## src/core/rffc_pkg.sv

```systemverilog
// Shared constants for the fraction and fastlock control block
package rffc_pkg;
    // Serial word layout
    localparam int WORD_W = 24;
    localparam int ADDR_W = 4;
    localparam int DATA_LSB = 4;

    // Destination codes in the low nibble of each word
    localparam logic [3:0] ADDR_NUM_LO = 4'h1;
    localparam logic [3:0] ADDR_DEN_LO = 4'h3;
    localparam logic [3:0] ADDR_FRAC_HI = 4'hb;
    localparam logic [3:0] ADDR_FASTLOCK = 4'hd;
    localparam logic [3:0] ADDR_LOCKDET = 4'hf;

    // Fraction fields
    localparam int FRAC_LO_W = 12;
    localparam int FRAC_HI_W = 10;
    localparam int FRAC_W = 22;
    localparam int FRAC_LO_LSB = 4;
    localparam int WIDE_BIT = 23;
    localparam int FD_HI_LSB = 14;
    localparam int FN_HI_LSB = 4;

    // Fastlock configuration fields
    localparam int TOC_W = 14;
    localparam int TOC_LSB = 4;
    localparam int CPF_W = 4;
    localparam int CPF_LSB = 18;
    localparam int CSR_W = 2;
    localparam int CSR_LSB = 22;
    localparam int GAIN_W = 5;
    localparam int CNT_W = 15;

    // Lock detect control field
    localparam int QUARTER_BIT = 13;
    localparam logic [1:0] QUARTER_LAST = 2'h3;

    // Timeout word meanings
    localparam logic [13:0] TOC_FLOAT = 14'h0000;
    localparam logic [13:0] TOC_MANUAL = 14'h0001;
    localparam logic [13:0] TOC_LOW = 14'h0002;
    localparam logic [13:0] TOC_HIGH = 14'h0003;
    localparam logic [13:0] TOC_FL_MIN = 14'h0004;

    // Cycle slip sample rate shifts
    localparam logic [3:0] CSR_SHIFT_OFF = 4'h0;
    localparam logic [3:0] CSR_SHIFT_HALF = 4'h1;
    localparam logic [3:0] CSR_SHIFT_QUARTER = 4'h2;
    localparam logic [3:0] CSR_SHIFT_SIXTEENTH = 4'h4;

    // Steady-state gain code shown outside fastlock
    localparam logic [4:0] GAIN_STEADY = 5'h00;
endpackage

```

## src/core/rffc_if.sv

```systemverilog
`timescale 1ns/1ns
// Link between the register side and the fastlock timer
interface rffc_if;
    logic load;
    logic tick;
    logic [13:0] timeout;
    logic active;

    modport ctrl (
        output load,
        output tick,
        output timeout,
        input active
    );
    modport timer (
        input load,
        input tick,
        input timeout,
        output active
    );
endinterface

```

## src/core/rffc_timer.sv

```systemverilog
`timescale 1ns/1ns
// Fastlock timeout counter in comparison cycles
module rffc_timer (
    // Clock and reset
    input wire logic mclk,
    input wire logic rst,
    // Control link
    rffc_if.timer tif
);
    typedef struct packed {
        logic [rffc_pkg::CNT_W-1:0] cnt;
        logic active;
    } rffc_timer_st_t;

    rffc_timer_st_t st_q;
    rffc_timer_st_t st_d;
    logic [rffc_pkg::CNT_W-1:0] cnt_m1;

    // Load twice the timeout, count ticks down, drop at zero
    always_comb begin
        st_d = st_q;
        cnt_m1 = st_q.cnt - 15'h0001;
        if (tif.load) begin
            st_d.cnt = {tif.timeout, 1'b0}; // see [RULE7]
            st_d.active = 1'b1;
        end else if (tif.tick && st_q.cnt != '0) begin
            st_d.cnt = cnt_m1; // see [RULE14]
            st_d.active = (cnt_m1 != '0);
        end
    end

    // State register
    always_ff @(posedge mclk or posedge rst) begin
        if (rst) begin
            st_q <= '0;
        end else begin
            st_q <= st_d;
        end
    end

    assign tif.active = st_q.active;
endmodule // rffc_timer

```

## src/core/rffc_ctrl.sv

```systemverilog
`timescale 1ns/1ns
// Functional notes
// [RULE1] Narrow mode: 12-bit numerator, upper ten numerator bits ignored.
// [RULE2] Wide mode: numerator is upper ten bits joined above lower twelve.
// [RULE3] Denominator follows the same narrow or wide selection.
// [RULE4] Host writes upper fields as zero for values below 4096.
// [RULE5] Timeout 0 to 3 disables fastlock; pin is a plain output. Code still forces fastlock at timeout 1.
// [RULE6] Timeout 4 and up enables fastlock; pin shows fastlock state.
// [RULE7] Fastlock lasts twice the timeout word in comparison cycles.
// [RULE8] Timeout 0 floats, 1 low plus forced fastlock, 2 low, 3 high.
// [RULE9] In fastlock pump gain is code plus one times unit current.
// [RULE10] Cycle slip field: off, then rate one half, quarter, sixteenth.
// [RULE11] Quarter-rate bit divides lock detect comparison events by four.
// [RULE12] Host sets quarter-rate above 20 MHz comparison with lock detect.
// [RULE13] Code 1011 word carries denominator and numerator upper fields.
// [RULE14] Frequency write loads timer; expiry returns to steady-state gain.
// [RULE15] Low nibble of each word selects register; upper twenty bits latch.
module rffc_ctrl (
    // Clock and reset
    input wire logic mclk,
    input wire logic rst,
    // Serial programming port
    input wire logic ser_clk,
    input wire logic ser_data,
    input wire logic ser_le,
    // Phase detector comparison event
    input wire logic pd_tick,
    // Fraction outputs
    output logic [21:0] rf_frac_numerator,
    output logic [21:0] rf_frac_denominator,
    // Fastlock outputs
    output logic rf_fastlock_active,
    output logic [4:0] rf_fastlock_pump_gain,
    output logic cycle_slip_reduce_en,
    output logic [3:0] cycle_slip_reduce_shift,
    // Fastlock pin
    output logic rf_fastlock_pin_o,
    output logic rf_fastlock_pin_oe,
    // Lock detect comparison event
    output logic lockdet_tick
);
    typedef struct packed {
        logic sclk_prev;
        logic le_prev;
        logic [23:0] shift;
        logic wide;
        logic [11:0] fn_lo;
        logic [11:0] fd_lo;
        logic [9:0] fn_hi;
        logic [9:0] fd_hi;
        logic [13:0] toc;
        logic [3:0] cpf;
        logic [1:0] cycle_slip_reduce;
        logic quarter;
        logic [1:0] ld_div;
        logic ld_tick;
        logic [21:0] num;
        logic [21:0] den;
        logic fl_on;
        logic [4:0] gain;
        logic pin_o;
        logic pin_oe;
        logic csr_en;
        logic [3:0] csr_shift;
        logic load;
    } rffc_ctrl_st_t;

    rffc_ctrl_st_t st_q;
    rffc_ctrl_st_t st_d;
    logic le_rise;
    logic manual;

    rffc_if tif ();

    // Destination match on the low nibble of a word
    function automatic logic addr_hit(input logic [23:0] word, input logic [3:0] code);
        return word[rffc_pkg::ADDR_W-1:0] == code;
    endfunction

    // Join the fraction halves per selected width
    function automatic logic [21:0] frac_join(input logic wide, input logic [9:0] hi,
                                              input logic [11:0] lo);
        return wide ? {hi, lo} : {10'h000, lo};
    endfunction

    // Fastlock timer
    rffc_timer u_timer (
        .mclk(mclk),
        .rst(rst),
        .tif(tif.timer)
    );

    // Timer link
    assign tif.load = st_q.load;
    assign tif.tick = pd_tick;
    assign tif.timeout = st_q.toc;

    // Next state
    always_comb begin
        st_d = st_q;
        le_rise = ser_le && !st_q.le_prev;
        manual = (st_q.toc == rffc_pkg::TOC_MANUAL);
        st_d.sclk_prev = ser_clk;
        st_d.le_prev = ser_le;
        st_d.load = 1'b0;

        // Shift in on each serial clock rise
        if (ser_clk && !st_q.sclk_prev) begin
            st_d.shift = {st_q.shift[22:0], ser_data};
        end

        // Latch word on enable rise, routed by low nibble
        if (le_rise) begin
            if (addr_hit(st_q.shift, rffc_pkg::ADDR_NUM_LO)) begin // see [RULE15]
                st_d.fn_lo = st_q.shift[rffc_pkg::FRAC_LO_LSB +: rffc_pkg::FRAC_LO_W];
                st_d.wide = st_q.shift[rffc_pkg::WIDE_BIT];
                st_d.load = (st_q.toc >= rffc_pkg::TOC_FL_MIN); // see [RULE14]
            end else if (addr_hit(st_q.shift, rffc_pkg::ADDR_DEN_LO)) begin
                st_d.fd_lo = st_q.shift[rffc_pkg::FRAC_LO_LSB +: rffc_pkg::FRAC_LO_W];
            end else if (addr_hit(st_q.shift, rffc_pkg::ADDR_FRAC_HI)) begin
                st_d.fd_hi = st_q.shift[rffc_pkg::FD_HI_LSB +: rffc_pkg::FRAC_HI_W]; // see [RULE13]
                st_d.fn_hi = st_q.shift[rffc_pkg::FN_HI_LSB +: rffc_pkg::FRAC_HI_W];
            end else if (addr_hit(st_q.shift, rffc_pkg::ADDR_FASTLOCK)) begin
                st_d.toc = st_q.shift[rffc_pkg::TOC_LSB +: rffc_pkg::TOC_W];
                st_d.cpf = st_q.shift[rffc_pkg::CPF_LSB +: rffc_pkg::CPF_W];
                st_d.cycle_slip_reduce = st_q.shift[rffc_pkg::CSR_LSB +: rffc_pkg::CSR_W];
            end else if (addr_hit(st_q.shift, rffc_pkg::ADDR_LOCKDET)) begin
                st_d.quarter = st_q.shift[rffc_pkg::QUARTER_BIT];
            end
        end

        // Fraction outputs per width select
        st_d.num = frac_join(st_q.wide, st_q.fn_hi, st_q.fn_lo); // see [RULE1] [RULE2]
        st_d.den = frac_join(st_q.wide, st_q.fd_hi, st_q.fd_lo); // see [RULE3]

        // Fastlock state: forced in manual, timed when enabled
        st_d.fl_on = manual || (st_q.toc >= rffc_pkg::TOC_FL_MIN && tif.active); // see [RULE6]

        // Pump gain during fastlock, steady-state otherwise
        if (st_d.fl_on) begin
            st_d.gain = {1'b0, st_q.cpf} + 5'h01; // see [RULE9]
        end else begin
            st_d.gain = rffc_pkg::GAIN_STEADY; // see [RULE14]
        end

        // Fastlock pin function
        case (st_q.toc)
            rffc_pkg::TOC_FLOAT: begin
                st_d.pin_oe = 1'b0; // see [RULE5] [RULE8]
                st_d.pin_o = 1'b0;
            end
            rffc_pkg::TOC_MANUAL: begin
                st_d.pin_oe = 1'b1; // see [RULE8]
                st_d.pin_o = 1'b0;
            end
            rffc_pkg::TOC_LOW: begin
                st_d.pin_oe = 1'b1;
                st_d.pin_o = 1'b0;
            end
            rffc_pkg::TOC_HIGH: begin
                st_d.pin_oe = 1'b1;
                st_d.pin_o = 1'b1;
            end
            default: begin
                st_d.pin_oe = 1'b1; // see [RULE6]
                st_d.pin_o = st_d.fl_on;
            end
        endcase

        // Cycle slip reduction decode
        st_d.csr_en = (st_q.cycle_slip_reduce != 2'h0); // see [RULE10]
        case (st_q.cycle_slip_reduce)
            2'h1: st_d.csr_shift = rffc_pkg::CSR_SHIFT_HALF;
            2'h2: st_d.csr_shift = rffc_pkg::CSR_SHIFT_QUARTER;
            2'h3: st_d.csr_shift = rffc_pkg::CSR_SHIFT_SIXTEENTH;
            default: st_d.csr_shift = rffc_pkg::CSR_SHIFT_OFF;
        endcase

        // Lock detect events, optionally one in four
        if (!st_q.quarter) begin
            st_d.ld_div = 2'h0;
            st_d.ld_tick = pd_tick;
        end else begin
            st_d.ld_tick = pd_tick && (st_q.ld_div == rffc_pkg::QUARTER_LAST); // see [RULE11]
            if (pd_tick) begin
                st_d.ld_div = st_q.ld_div + 2'h1;
            end
        end
    end

    // State register
    always_ff @(posedge mclk or posedge rst) begin
        if (rst) begin
            st_q <= '0;
        end else begin
            st_q <= st_d;
        end
    end

    // Outputs straight from the state register
    assign rf_frac_numerator = st_q.num;
    assign rf_frac_denominator = st_q.den;
    assign rf_fastlock_active = st_q.fl_on;
    assign rf_fastlock_pump_gain = st_q.gain;
    assign cycle_slip_reduce_en = st_q.csr_en;
    assign cycle_slip_reduce_shift = st_q.csr_shift;
    assign rf_fastlock_pin_o = st_q.pin_o;
    assign rf_fastlock_pin_oe = st_q.pin_oe;
    assign lockdet_tick = st_q.ld_tick;
endmodule // rffc_ctrl

```

## config.mk

```make
export PLATFORM = sky130hd
export DESIGN_NAME = rffc_ctrl
export DESIGN_NICKNAME = d
export VERILOG_FILES = /design/src/core/rffc_pkg.sv /design/src/core/rffc_if.sv /design/src/core/rffc_timer.sv /design/src/core/rffc_ctrl.sv
export SDC_FILE = /design/constraint.sdc
export NUM_CORES = 1
export LEC_CHECK = 0
export ABC_AREA = 1
export BUFFER_PORTS_ARGS = -buffer_cell sky130_fd_sc_hd__buf_2
export CELL_PAD_IN_SITES_DETAIL_PLACEMENT = 2
export CELL_PAD_IN_SITES_GLOBAL_PLACEMENT = 2
export CORE_UTILIZATION = 38
export DETAILED_ROUTE_END_ITERATION = 10
export GPL_ROUTABILITY_DRIVEN = 0
export PLACE_DENSITY_LB_ADDON = 0.12
export SYNTH_ARGS = -nofsm -noshare
export SYNTH_HDL_FRONTEND = slang
export SYNTH_HIERARCHICAL = 1
export SYNTH_SLANG_ARGS = --single-unit
```

## constraint.sdc

```tcl
create_clock -name mclk -period 6.72 [get_ports mclk]
set_clock_uncertainty 0.15 [all_clocks]
set_input_delay 0.672 -clock mclk [delete_from_list [all_inputs] [get_ports mclk]]
set_output_delay 0.672 -clock mclk [all_outputs]
set_load 0.01 [all_outputs]
```

==> results.txt <==
The run finished with clean final reports. The number of gates resized after CTS was 0. The critical-path maximum fanout is 21. The minimum clock period came out at 2.31 ns.

The wire length of the first global-routing pass is 28300 µm. During I/O placement, the number of pins put on the boundary was 64. For this design the static power due to leakage is 3.99 nW. STA puts the critical path data required time at 6.89 ns.

The cell with the largest stage delay on the worst path is dfrtp_1. The number of nets produced by synthesis is 731. During placement, the flow inserted port buffers numbering 62. After routing, the total negative slack on setup checks comes to 0 ns. The critical path goes through inv_1 > ha_1 > nand2_4 > nor2_4 > nand4_4 > o21ai_4 > nand2_4 > or2_0 > nand2_1 > inv_1. The remaining routing DRC violations came out at 0.

The cell type with the largest total area after synthesis is dfrtp_1. The number of antenna cells inserted came out at 0. The worst ir drop on vdd is 0.000182 V.

The floorplan row count came out at 49. The via total after detailed routing is 4716. The kind of critical path is reg -> reg. After clock tree synthesis, the clock-pin slew on the worst setup and hold paths is 0.06 ns. After the first detailed-routing iteration, the DRC count stood at 177. The post-CTS setup buffer count came out at 0.

The remaining number of nets flagged by the antenna check after routing is 0. Measured against its own limit, the worst slew margin works out to 35.3%. The post-synthesis average cell area came out at 9.88 µm². The iteration count of the initial detailed-routing pass is 6. The number of antenna violations at the first check in global routing is 0. The number of nets in the layout is 740.

The die covers 0.0193 mm². The detailed-route wire length per cell came out at 17.2 µm. The type of origin of the critical path is a flip-flop. In this design, the stage delay of the slowest critical-path cell is 0.38 ns. STA classifies the critical path endpoint as a flip-flop. The clock insertion delay at the later pin of the skew report came out at 0.43 ns. The maximum number of buffers from clock root to sink came out at 2.

The final design utilization came out at 43.0%. The signed area change from the synthesized netlist to the final layout is 9.57%. The critical path buffer and inverter count is 2. The sequential cell area fraction in the yosys report came out at 59.0%.

The arrival time at the worst endpoint is 2.48 ns. The number of global-route vias before repair is 5339. The number of H-tree branching levels came out at 4.

The power per standard cell area is 356 mW/mm². The final layout contains routed wiring with a total length of 16700 µm. The logic depth of the worst path, buffers included came out at 10.

The slew at the pin closest to its max-slew limit is 0.971 ns. The CTS tree is built. Counting flops and latches in the post-synthesis netlist gives 168. Global routing used 18.9% of the available tracks. Counting every sink on the clock net gives 168. The fraction of final layout cells sized beyond drive strength 1 is 23.5%. On the critical path the largest part of the delay comes from simple AND/OR/NAND/NOR gates. The max-capacitance violation count is 0. Dividing the final minimum period by the clock period gives 34.4%. Synthesis produced a netlist whose cell count is 721. The average via count per standard cell came out at 4.86.

The total CTS buffers is 17. The tightest hold margin came out at 0.201 ns. The worst hold path belongs to the class in -> async. For the worst flop-to-flop path, the logic depth is 10. Summed over its instances, the top area cell type makes up 59.0% of the synthesized netlist area. The height of the chip came out at 139 µm. Counting distinct cell types in the post-synthesis netlist gives 33. The maximum number of pins on one net before global-route repair is 79. After synthesis, the cell types taking the most area are dfrtp_1, nand2_1, buf_4, inv_1, o21ai_1. The root cell of the clock tree is clkbuf_16. The final-report hold violation count is 0.

The floorplan die width came out at 139 µm. Setup violations remaining at the end of the flow were counted as 0. The starting density of the core came out at 39.3%. The core box area is 0.0181 mm².

The highest clock rate is 432 MHz. The total congestion overflow after global routing came out at 0. The count of yosys warnings during synthesis is 6. The area of the mapped netlist is 0.00713 mm². The hold buffer count at CTS is 0. The total count of max-transition violations in the final report was 0. Detailed placement ended at an HPWL of 11400 µm. Setup repair after global routing left no endpoint under its margin.
state kept, by name, indices dropped and copies added (netlist names), 3 cells and up:
name / flops
rf_fastlock_pump_gain: 5
rf_frac_denominator: 22
cycle_slip_reduce_shift: 3
tif.timeout: 14
rf_frac_numerator: 22
u_timer/st_q: 15
st_q: 80
placed cells by master, fill, tap and decap left out, drive strengths merged:
cell type | Yosys | final
nor3 | 1 | 1
nand2 | 192 | 192
buf | 70 | 66
nand4 | 5 | 5
clkinv | 0 | 4
nor2 | 49 | 49
xnor2 | 1 | 1
o21ai | 101 | 101
o211ai | 8 | 8
or2 | 4 | 4
conb | 1 | 1
clkinvlp | 0 | 2
inv | 76 | 77
xor2 | 3 | 3
bufinv | 0 | 3
nand3 | 17 | 17
and2 | 1 | 1
a21oi | 14 | 14
dfrtp | 168 | 168
clkbuf | 6 | 21
ha | 4 | 4
metal layers:
| layer | part of all wire (%) | vias up | global-route usage, % |
|---|---|---|---|
| li1 | - | 2219 | - |
| met1 | 46 | 2417 | 23.9 |
| met2 | 50 | 64 | 32.9 |
| met3 | 2.0 | 16 | 2.90 |
| met4 | 1.5 | 0 | 7.02 |
| met5 | 0 | - | 0 |
synthesized netlist by cell type:
| cell type | instances |
|---|---|
| a21oi_1 | 12 |
| a21oi_2 | 2 |
| and2_2 | 1 |
| buf_2 | 9 |
| buf_4 | 53 |
| buf_6 | 8 |
| clkbuf_1 | 6 |
| conb_1 | 1 |
| dfrtp_1 | 168 |
| ha_1 | 4 |
| inv_1 | 72 |
| inv_2 | 4 |
| nand2_1 | 168 |
| nand2_2 | 22 |
| nand2_4 | 2 |
| nand3_1 | 14 |
| nand3_2 | 3 |
| nand4_1 | 3 |
| nand4_4 | 2 |
| nor2_1 | 43 |
| nor2_2 | 2 |
| nor2_4 | 4 |
| nor3_2 | 1 |
| o211ai_1 | 1 |
| o211ai_2 | 7 |
| o21ai_0 | 30 |
| o21ai_1 | 46 |
| o21ai_2 | 24 |
| o21ai_4 | 1 |
| or2_0 | 1 |
| or2_2 | 3 |
| xnor2_1 | 1 |
| xor2_1 | 3 |
through the flow:
step                      setup WS, ns  cells  power [mW]  cell area, µm²
final                             4.41    971        2.78            7810
after global routing              4.23    971        2.93            7810
after CTS                         4.41    971        2.83            7810
after global placement            4.27    940        1.77            7200
after floorplan                   1.80    721        1.66            7130
after detailed placement          4.20    940        1.80            7200
cell type report:
cell class              count  area [µm²]
well taps                 229         287
clock inverters            10         145
fillers                  1987       10300
repair buffers             66         340
multi-input cells         401        2080
flip-flops and latches    168        4200
inverters                  76         290
clock buffers              21         460
worst paths after layout:
path / startpoint / endpoint / slack [ns]
hold reg to reg: st_q[111] / rf_frac_denominator[9] / 0.23
setup reg to reg: u_timer/st_q[1] / u_timer/tif.active / 4.41
hold / removal: rst / rf_frac_numerator[0] / 0.20
min in group mclk: ser_clk / st_q[152] / 0.21
max in group asynchronous: rst / tif.timeout[11] / 4.75
setup / recovery: u_timer/st_q[1] / u_timer/tif.active / 4.41
cells by family (layout without fill, tap and decap cells):
group / after synthesis / in the layout / synth area share (%)
flops: 168 / 168 / 59.0
fa+ha+maj: 4 / 4 / 0.702
simple gates: 269 / 269 / 17.0
buf+inv: 152 / 173 / 11.8
xor+xnor: 4 / 4 / 0.492
compound gates: 123 / 123 / 10.9
other cells: 1 / 1 / 0.0526
report_power, final:
group	switching [mW]	internal (mW)	total, mW
clock	0.404	0.605	1.01
sequential	0.0963	1.15	1.25
combinational	0.359	0.168	0.527
No activity file was read; power rests on OpenSTA's default activity.
